[config.mk]
export PLATFORM = sky130hd
export DESIGN_NAME = cit_instr_seq
export DESIGN_NICKNAME = d
export VERILOG_FILES = /design/src/cit_instr_seq.v /design/src/cit_op_decode.v /design/src/cit_port_rmw.v
export VERILOG_INCLUDE_DIRS = /design/src /design/src/src
export SDC_FILE = /design/constraint.sdc
export NUM_CORES = 1
export LEC_CHECK = 0
export BUFFER_PORTS_ARGS = -buffer_cell sky130_fd_sc_hd__buf_2
export CAP_MARGIN = 30
export CORE_AREA = 2 2 102 128
export CTS_CLUSTER_SIZE = 14
export DETAILED_ROUTE_END_ITERATION = 7
export DIE_AREA = 0 0 104 130
export PLACE_DENSITY = 0.7
export SETUP_SLACK_MARGIN = 0.3
export SYNTH_ARGS = -nofsm -noshare
export SYNTH_HDL_FRONTEND = slang
export SYNTH_SLANG_ARGS = --single-unit
[constraint.sdc]
create_clock -name clk_sys_i -period 5.8 [get_ports clk_sys_i]
set_input_delay 0.58 -clock clk_sys_i [delete_from_list [all_inputs] [get_ports clk_sys_i]]
set_output_delay 0.58 -clock clk_sys_i [all_outputs]
set_load 0.005 [all_outputs]
[src/cit_defines.vh]
// Constants for the instruction sequencing block: opcodes, bit operations, states.
// Assumes an 8-bit core with a 16-bit code address and zero-wait memories.
`ifndef CIT_DEFINES_VH
`define CIT_DEFINES_VH

// ==========================================================================
// Reset values
`define CIT_RESET_PC 16'h0000
`define CIT_RESET_BYTE 8'h00

// ==========================================================================
// Sequencer states
`define CIT_ST_BOOT 1'b0
`define CIT_ST_RUN 1'b1

// ==========================================================================
// Bit operation codes for port bit writes
`define CIT_BOP_CLR 2'h0
`define CIT_BOP_SET 2'h1
`define CIT_BOP_INV 2'h2
`define CIT_BOP_CARRY 2'h3

// ==========================================================================
// Opcodes needing individual treatment
`define CIT_OP_JMP_BIT_CLR 8'h10
`define CIT_OP_CLR_BIT 8'hC2
`define CIT_OP_SET_BIT 8'hD2
`define CIT_OP_INV_BIT 8'hB2
`define CIT_OP_MOV_BIT_C 8'h92
`define CIT_OP_AND_DIR_A 8'h52
`define CIT_OP_AND_DIR_IMM 8'h53
`define CIT_OP_OR_DIR_A 8'h42
`define CIT_OP_OR_DIR_IMM 8'h43
`define CIT_OP_XOR_DIR_A 8'h62
`define CIT_OP_XOR_DIR_IMM 8'h63
`define CIT_OP_INC_DIR 8'h05
`define CIT_OP_DEC_DIR 8'h15
`define CIT_OP_DEC_BRANCH_DIR 8'hD5

// ==========================================================================
// Bit address field: low three bits select the bit within the byte
`define CIT_BIT_IDX_MSB 2
`define CIT_BIT_IDX_LSB 0

`endif

[src/cit_instr_seq.v]
// Instruction fetch and timing sequencer of the 8-bit core.
// Assumes zero-wait code memory and port latches read in the same cycle.
`timescale 1ns/10ps
`default_nettype none
`include "cit_defines.vh"

module cit_instr_seq (
  // Clock and reset
  input wire clk_sys_i,
  input wire rst_b_i,
  // Code memory
  output wire [15:0] code_addr_o,
  input wire [7:0] code_data_i,
  // Program flow from the execute datapath
  input wire redirect_i,
  input wire [15:0] redirect_pc_i,
  // Bit and port operands
  input wire port_hit_i,
  input wire [7:0] port_latch_i,
  input wire [7:0] port_pin_i,
  input wire bit_val_i,
  input wire carry_i,
  // Sequencing status
  output wire fetch_o,
  output wire done_o,
  output wire [7:0] opcode_o,
  output wire [7:0] oper1_o,
  output wire [7:0] oper2_o,
  output wire [3:0] cycle_o,
  output wire [1:0] ins_bytes_o,
  output wire [3:0] ins_cycles_o,
  output wire unknown_o,
  // Port and bit results
  output wire [7:0] bit_addr_o,
  output wire [7:0] port_rd_data_o,
  output wire port_wr_o,
  output wire [7:0] port_wr_data_o,
  output wire bit_wr_o,
  output wire bit_wr_val_o,
  output wire branch_o
);

  // ========================================================================
  // State
  reg st_q;
  reg st_d;
  reg [15:0] pc_q;
  reg [15:0] pc_d;
  reg [3:0] cyc_q;
  reg [3:0] cyc_d;
  reg [7:0] op_q;
  reg [7:0] a1_q;
  reg [7:0] a2_q;
  reg [1:0] nb_q;
  reg [3:0] nc_q;
  reg rmw_q;
  reg bw_q;
  reg [1:0] bop_q;
  reg unk_q;
  reg ex_q;
  reg ex_d;
  reg [1:0] ex_bop_q;
  reg [7:0] rd_q;
  reg pw_q;
  reg [7:0] pwd_q;
  reg bwr_q;
  reg bwv_q;
  reg br_q;

  // ========================================================================
  // Decode of the byte on the code bus
  wire [1:0] dec_bytes;
  wire [3:0] dec_cycles;
  wire dec_rmw;
  wire dec_bitwr;
  wire [1:0] dec_bop;
  wire dec_known;

  cit_op_decode u_dec (
    .opcode_i(code_data_i),
    .bytes_o(dec_bytes),
    .cycles_o(dec_cycles),
    .rmw_o(dec_rmw),
    .bitwr_o(dec_bitwr),
    .bop_o(dec_bop),
    .known_o(dec_known)
  );

  // ========================================================================
  // Current instruction view
  wire run = (st_q == `CIT_ST_RUN);
  wire first = run && (cyc_q == 4'h0);
  wire [1:0] cur_bytes = first ? dec_bytes : nb_q;
  wire [3:0] cur_cycles = first ? dec_cycles : nc_q;
  wire fetch_now = run && (cyc_q < {2'h0, cur_bytes});
  wire last = run && (cyc_q == cur_cycles - 4'h1);
  wire is_bit_jmp = (op_q == `CIT_OP_JMP_BIT_CLR);

  // ========================================================================
  // Port access path
  wire [7:0] rmw_rd;
  wire rmw_old;
  wire rmw_new;
  wire [7:0] rmw_wr;
  wire [1:0] use_bop = ex_q ? ex_bop_q : bop_q;

  cit_port_rmw u_rmw (
    .latch_i(port_latch_i),
    .pin_i(port_pin_i),
    .port_hit_i(port_hit_i),
    .rmw_i(rmw_q | ex_q),
    .bit_idx_i(a1_q[`CIT_BIT_IDX_MSB:`CIT_BIT_IDX_LSB]),
    .bop_i(use_bop),
    .carry_i(carry_i),
    .ext_bit_i(bit_val_i),
    .rd_byte_o(rmw_rd),
    .old_bit_o(rmw_old),
    .new_bit_o(rmw_new),
    .wr_byte_o(rmw_wr)
  );

  // Bit jump decides at its last cycle, operands already captured
  wire bit_jmp_take = last && !first && is_bit_jmp && rmw_old;

  // ========================================================================
  // Relative target from the trailing offset byte
  function [15:0] rel_target;
    input [15:0] base;
    input [7:0] rel;
    begin
      rel_target = base + {{8{rel[7]}}, rel};
    end
  endfunction

  wire [15:0] pc_inc = pc_q + {15'h0000, fetch_now};

  // ========================================================================
  // Next state
  always @*
  begin
    st_d = st_q;
    cyc_d = cyc_q;
    pc_d = pc_q;
    ex_d = 1'b0;
    case (st_q)
      `CIT_ST_BOOT:
      begin
        st_d = `CIT_ST_RUN;
        cyc_d = 4'h0;
      end
      `CIT_ST_RUN:
      begin
        pc_d = pc_inc;
        if (last)
        begin
          cyc_d = 4'h0;
          if (bit_jmp_take)
          begin
            pc_d = rel_target(pc_inc, a2_q);
          end
          else if (redirect_i)
          begin
            pc_d = redirect_pc_i;
          end
          // Bit writes land in the stage after the last cycle
          if (first)
          begin
            ex_d = dec_bitwr;
          end
          else if (is_bit_jmp)
          begin
            ex_d = bit_jmp_take;
          end
          else
          begin
            ex_d = bw_q;
          end
        end
        else
        begin
          cyc_d = cyc_q + 4'h1;
        end
      end
      default:
      begin
        st_d = `CIT_ST_BOOT;
        cyc_d = 4'h0;
      end
    endcase
  end

  // ========================================================================
  // Sequencer registers
  always @(posedge clk_sys_i)
  begin
    if (!rst_b_i)
    begin
      st_q <= `CIT_ST_BOOT;
      pc_q <= `CIT_RESET_PC;
      cyc_q <= 4'h0;
      ex_q <= 1'b0;
    end
    else
    begin
      st_q <= st_d;
      pc_q <= pc_d;
      cyc_q <= cyc_d;
      ex_q <= ex_d;
    end
  end

  // ========================================================================
  // Instruction capture
  always @(posedge clk_sys_i)
  begin
    if (!rst_b_i)
    begin
      op_q <= `CIT_RESET_BYTE;
      a1_q <= `CIT_RESET_BYTE;
      a2_q <= `CIT_RESET_BYTE;
      nb_q <= 2'h1;
      nc_q <= 4'h1;
      rmw_q <= 1'b0;
      bw_q <= 1'b0;
      bop_q <= `CIT_BOP_CLR;
      unk_q <= 1'b0;
      ex_bop_q <= `CIT_BOP_CLR;
    end
    else
    begin
      if (first)
      begin
        op_q <= code_data_i;
        nb_q <= dec_bytes;
        nc_q <= dec_cycles;
        rmw_q <= dec_rmw;
        bw_q <= dec_bitwr;
        bop_q <= dec_bop;
        unk_q <= ~dec_known;
      end
      if (fetch_now && (cyc_q == 4'h1))
      begin
        a1_q <= code_data_i;
      end
      if (fetch_now && (cyc_q == 4'h2))
      begin
        a2_q <= code_data_i;
      end
      if (last)
      begin
        ex_bop_q <= first ? dec_bop : bop_q;
      end
    end
  end

  // ========================================================================
  // Port and bit results
  always @(posedge clk_sys_i)
  begin
    if (!rst_b_i)
    begin
      rd_q <= `CIT_RESET_BYTE;
      pw_q <= 1'b0;
      pwd_q <= `CIT_RESET_BYTE;
      bwr_q <= 1'b0;
      bwv_q <= 1'b0;
      br_q <= 1'b0;
    end
    else
    begin
      rd_q <= rmw_rd;
      pw_q <= ex_q && port_hit_i;
      bwr_q <= ex_q && !port_hit_i;
      br_q <= bit_jmp_take;
      if (ex_q)
      begin
        pwd_q <= rmw_wr;
        bwv_q <= rmw_new;
      end
    end
  end

  // ========================================================================
  // Outputs
  assign code_addr_o = pc_q;
  assign fetch_o = first;
  assign done_o = last;
  assign opcode_o = op_q;
  assign oper1_o = a1_q;
  assign oper2_o = a2_q;
  assign cycle_o = cyc_q;
  assign ins_bytes_o = nb_q;
  assign ins_cycles_o = nc_q;
  assign unknown_o = unk_q;
  assign bit_addr_o = a1_q;
  assign port_rd_data_o = rd_q;
  assign port_wr_o = pw_q;
  assign port_wr_data_o = pwd_q;
  assign bit_wr_o = bwr_q;
  assign bit_wr_val_o = bwv_q;
  assign branch_o = br_q;

endmodule // cit_instr_seq

`default_nettype wire

[src/cit_op_decode.v]
// Opcode decoder: encoded length, execution cycles and port access class.
// Purely combinational; the opcode byte comes straight from code memory.
`timescale 1ns/10ps
`default_nettype none
`include "cit_defines.vh"

module cit_op_decode (
  // Opcode in
  input wire [7:0] opcode_i,
  // Decoded attributes
  output reg [1:0] bytes_o,
  output reg [3:0] cycles_o,
  output reg rmw_o,
  output reg bitwr_o,
  output reg [1:0] bop_o,
  output reg known_o
);

  // ========================================================================
  // Length and timing table
  always @*
  begin
    bytes_o = 2'h1;
    cycles_o = 4'h1;
    known_o = 1'b1;
    casez (opcode_i)
      8'h00, 8'h03, 8'h13, 8'h23, 8'h33: cycles_o = 4'h1;
      8'b1110_1???, 8'b1111_1???, 8'b1100_1???: cycles_o = 4'h1;
      8'hC3, 8'hD3, 8'hB3: cycles_o = 4'h1;
      8'b1110_011?, 8'b1111_011?, 8'b1100_011?, 8'b1101_011?: cycles_o = 4'h2;
      8'hE5, 8'h74, 8'b0111_1???, 8'hF5, 8'b1010_1???, 8'b1000_1???,
      8'b0111_011?, 8'b1000_011?, 8'b1010_011?:
      begin
        bytes_o = 2'h2;
        cycles_o = 4'h2;
      end
      8'hC0, 8'hD0, 8'hC5, 8'hC2, 8'hD2, 8'hB2, 8'h82, 8'hB0, 8'h72, 8'hA0, 8'hA2, 8'h92,
      8'h52, 8'h42, 8'h62, 8'h05, 8'h15:
      begin
        bytes_o = 2'h2;
        cycles_o = 4'h2;
      end
      8'h85, 8'h75, 8'h90, 8'h53, 8'h43, 8'h63:
      begin
        bytes_o = 2'h3;
        cycles_o = 4'h3;
      end
      8'h93, 8'h83, 8'hE0, 8'hE2, 8'hE3, 8'hF0, 8'hF2, 8'hF3: cycles_o = 4'h4;
      8'h73: cycles_o = 4'h3;
      8'h22, 8'h32: cycles_o = 4'h4;
      8'b???1_0001, 8'b???0_0001, 8'h80, 8'h40, 8'h50, 8'h60, 8'h70, 8'b1101_1???:
      begin
        bytes_o = 2'h2;
        cycles_o = 4'h3;
      end
      8'h02, 8'h12, 8'h20, 8'h30, 8'h10, 8'hB4, 8'hB5, 8'b1011_011?, 8'b1011_1???, 8'hD5:
      begin
        bytes_o = 2'h3;
        cycles_o = 4'h4;
      end
      default: known_o = 1'b0;
    endcase
  end

  // ========================================================================
  // Port destination class
  always @*
  begin
    rmw_o = 1'b0;
    bitwr_o = 1'b0;
    bop_o = `CIT_BOP_CLR;
    case (opcode_i)
      `CIT_OP_AND_DIR_A, `CIT_OP_AND_DIR_IMM, `CIT_OP_OR_DIR_A, `CIT_OP_OR_DIR_IMM,
      `CIT_OP_XOR_DIR_A, `CIT_OP_XOR_DIR_IMM, `CIT_OP_INC_DIR, `CIT_OP_DEC_DIR,
      `CIT_OP_DEC_BRANCH_DIR: rmw_o = 1'b1;
      `CIT_OP_JMP_BIT_CLR, `CIT_OP_CLR_BIT:
      begin
        rmw_o = 1'b1;
        bitwr_o = 1'b1;
      end
      `CIT_OP_SET_BIT:
      begin
        rmw_o = 1'b1;
        bitwr_o = 1'b1;
        bop_o = `CIT_BOP_SET;
      end
      `CIT_OP_INV_BIT:
      begin
        rmw_o = 1'b1;
        bitwr_o = 1'b1;
        bop_o = `CIT_BOP_INV;
      end
      `CIT_OP_MOV_BIT_C:
      begin
        rmw_o = 1'b1;
        bitwr_o = 1'b1;
        bop_o = `CIT_BOP_CARRY;
      end
      default: rmw_o = 1'b0;
    endcase
  end

endmodule // cit_op_decode

`default_nettype wire

[src/cit_port_rmw.v]
// Port access path: picks pin or latch and merges a single bit write.
// Combinational; the caller registers whatever leaves the block.
`timescale 1ns/10ps
`default_nettype none
`include "cit_defines.vh"

module cit_port_rmw (
  // Port state
  input wire [7:0] latch_i,
  input wire [7:0] pin_i,
  input wire port_hit_i,
  // Operation
  input wire rmw_i,
  input wire [2:0] bit_idx_i,
  input wire [1:0] bop_i,
  input wire carry_i,
  input wire ext_bit_i,
  // Results
  output wire [7:0] rd_byte_o,
  output wire old_bit_o,
  output wire new_bit_o,
  output reg [7:0] wr_byte_o
);

  // ========================================================================
  // Source select
  assign rd_byte_o = rmw_i ? latch_i : pin_i;
  assign old_bit_o = port_hit_i ? latch_i[bit_idx_i] : ext_bit_i;
  assign new_bit_o = (bop_i == `CIT_BOP_SET) ? 1'b1 :
                     (bop_i == `CIT_BOP_INV) ? ~old_bit_o :
                     (bop_i == `CIT_BOP_CARRY) ? carry_i : 1'b0;

  // ========================================================================
  // Whole byte write back, one bit changed
  always @*
  begin
    wr_byte_o = latch_i;
    wr_byte_o[bit_idx_i] = new_bit_o;
  end

endmodule // cit_port_rmw

`default_nettype wire

==> run summary <==
Die X: 104 um
CP max stage cell: or4_4
Drt first-iter violations: 383
Wire per inst: 17.5 um
Met3 usage: 3.75%
Hold WC Path Type: flop to flop
R2R Setup Slk: 350 ps
Maximum clock rate: 0.181 GHz
Routed Antenna Nets: 0
Most common cell after layout, fill and taps aside: buf_2
GR Layer Usage met2: 48.4%
Clk slew on worst S/H paths: 70 ps
# H-tree levels: 3
Fin crit share: 95.5%
Via density: 5.76
Critical Path Start Type: primary input
Antenna fix cells: 0
Leak: 3.27 nW
Clock Path Buffers: 2
Largest area contributor in the netlist: dfxtp_1
Slowest stage delay, CP: 450 ps
Synth top area cells: dfxtp_1, nand2_1, mux2i_1
Area growth syn-to-layout: 34.3%
Dpl cell area: 6720 um^2
IO Pins: 127
Total wire length: 18100 um
1st-pass router iterations: 5
# rows: 46
Layout cells sized above 1: 32.7%
Commonest non-fill, non-tap cells in the layout: buf_2, buf_4, nand2_1
First-pass GRT wire length: 28200 um
Clk_skew: 10.3 ps
Hold Vio Cnt, Final: 0
Die Y: 130 um
Crit path from: code_data_i[2]
Crit Reg-Reg Endpoint: code_addr_o[14]
CP arrival: 5800 ps
DIE AREA: 13500 um^2
Maximum fanout along the worst path: 4
Worst Path Buf+Inv: 1
Clock Sinks: 79
Post-DP HPWL: 13400 um
Number of port buffers: 126
Slew @ Worst Pin: 947 ps
Launch point of the worst reg-to-reg path: cycle_o[2]
Vias in the first global route: 5656
Synth Warn #: 0
EDFF count, synth: 0
DRC viols: 0
RSZ-0062 raised after global routing: yes
FF-to-FF path depth: 21
Root Buffer: clkbuf_16
Post-layout util: 58.7%
Post-Synthesis Cells: 689
Primary FF master, synth: dfxtp_1
Pwr dens: 236 nW/um^2
Met1 usage: 29.1%
Register area share after synthesis: 29.1%
Overflow after GRT: 0
Hold_ws: 454 ps
Max Slew Vio Count: 0
Slew Limit Headroom: 36.8%
Tot Pwr: 0.00172 W
Min cycle time layout: 5540 ps
Post-synth ARST share: 0%
Initial Util: 43.7%
Core Region: 12400 um^2
Final setup fails: 0
Initial antenna violation count: 0
Crit path cell chain: buf_8 > nor4bb_4 > and4_1 > a221o_1 > or4_4 > a211oi_4 > a31o_2 > ha_4 > a211oi_4 > ha_2 > nand4_1 > nor2_2 > xor2_1 > ha_1 > nand3_1 > o211ai_1 > or4_4 > a41o_1 > a2111o_1 > a31oi_1 > xor2_1 > o21a_1 > a211oi_2
GP Congestion: 0.932
Final instance area: 7300 um^2
CTS tree: built
CP Depth: 23
Unique masters post-synth: 75
All-layer global routing usage: 26.0%
NumNets Final: 933
Sequential cell area: 1580 um^2
Mapped Area: 5430 um^2
Syn Area/Cell: 7.89 um^2
Crit. End Element: flop
Post-synth top area share: 29.1%
Cell family with most CP delay: compound AO/OA/AOI/OAI gates
Largest net degree at the start of global routing: 49
Post-synth net total: 759
Crit Path Class: primary input to flop
Worst EP required: 6060 ps
Status: finished clean
Worst Setup EP: code_addr_o[14]
Max Cap Violations: 0
Layout filler cell count: 1156
Worst vdd ir: 0.139 mV
Via Count: 5963
Num CTS Buffers: 9
Skew-Pair Late Insertion Delay: 340 ps
Multi-input gate area: 3740 um^2
FF+latch count, synth: 79
GRT busiest layer: met2
[through the flow]
step	setup WS, ps	std cells	setup TNS, ps
2_1_floorplan	126	689	0
3_3_place_gp	-177	1013	-329
3_5_place_dp	-306	1015	-814
4_1_cts	132	1034	0
5_1_grt	53.5	1036	0
6_report	261	1036	0
[cell usage after synthesis (all sizes together), types with 3 or more instances]
library cell / number
a2111oi: 5
a211oi: 20
a21o: 6
a21oi: 38
a22oi: 6
a31oi: 6
a32oi: 4
and2: 6
and3: 6
buf: 21
clkbuf: 37
clkinv: 3
dfxtp: 79
ha: 23
inv: 12
mux2i: 31
nand2: 84
nand2b: 6
nand3: 27
nand3b: 5
nand4: 8
nor2: 60
nor2b: 6
nor3: 20
nor3b: 9
nor4: 12
nor4b: 4
nor4bb: 4
o211ai: 7
o21ai: 39
o22ai: 4
o31a: 3
o31ai: 5
or2: 4
or3: 7
or4: 6
xnor2: 20
xor2: 11
[worst min path at each step]
| stage | start | end | slack [ps] | depth (start not counted) |
|---|---|---|---|---|
| after detailed placement | unknown_o | unknown_o | 450 | 2 |
| after CTS | unknown_o | unknown_o | 460 | 2 |
| after global placement | ex_bop_q[0] | ex_bop_q[0] | 440 | 2 |
| after global routing | ex_bop_q[1] | ex_bop_q[1] | 480 | 2 |
| after floorplan | ex_bop_q[0] | ex_bop_q[0] | 420 | 2 |
| final | unknown_o | unknown_o | 450 | 2 |
[logic make-up (layout without fill, tap and decap cells)]
family	Yosys count	count (layout)	synth area share, %
muxes	33	33	6.12
buffers and inverters	73	252	5.78
and+or+nand+nor	278	278	26.2
AOI/OAI and AO/OA	171	171	22.0
adders and majority gates	24	24	5.66
DFF	79	79	29.1
xor gates and xnor gates	31	31	5.13
[layer usage]
layer	up-vias	part of all wire, %
met5	-	0
met4	0	2.9
met3	46	6.0
met2	241	52
met1	2811	39
li1	2865	-
[worst reg2reg max path: stages (launching register included)]
cell and delay (ps):
dfxtp_1 360, nor2_1 220, nand3_1 180, or4_4 590, a211oi_4 200, a31o_2 220
ha_4 210, a211oi_4 240, ha_2 250, nand4_1 180, nor2_2 170, xor2_1 220
ha_1 310, nand3_1 120, o211ai_1 140, or4_4 450, a41o_1 230, a2111o_1 410
a31oi_1 190, xor2_1 90, o21a_1 190, a211oi_2 210
[timing repair]
action	in CTS	in global routing
pin swaps	14	16
setup endpoints to repair	5	8
resized for setup	17	35
hold buffers	0	0
setup buffers	3	2
[power by group]
part,internal [W],switching (W),total [W]
clock,0.000342,0.000259,0.000601
sequential,0.000578,0.0000414,0.000619
combinational,0.000220,0.000281,0.000501
total,0.00114,0.000581,0.00172
[final cells by class]
cell class              instances  area share, %
clock buffers                   9           3.09
well taps                     168           2.88
inverters                      15          0.771
repair buffers                221           19.2
clock inverters                 7           1.15
flip-flops and latches         79           21.7
multi-input cells             537           51.2
[state kept, by name, indices dropped and copies added (netlist names), 4 cells and up]
name            count
bit_addr_o          8
cycle_o             4
code_addr_o        16
port_rd_data_o      8
port_wr_data_o      8
oper2_o             8
ins_cycles_o        4
opcode_o            8
Note: power is estimated with default switching activity, not from simulation.
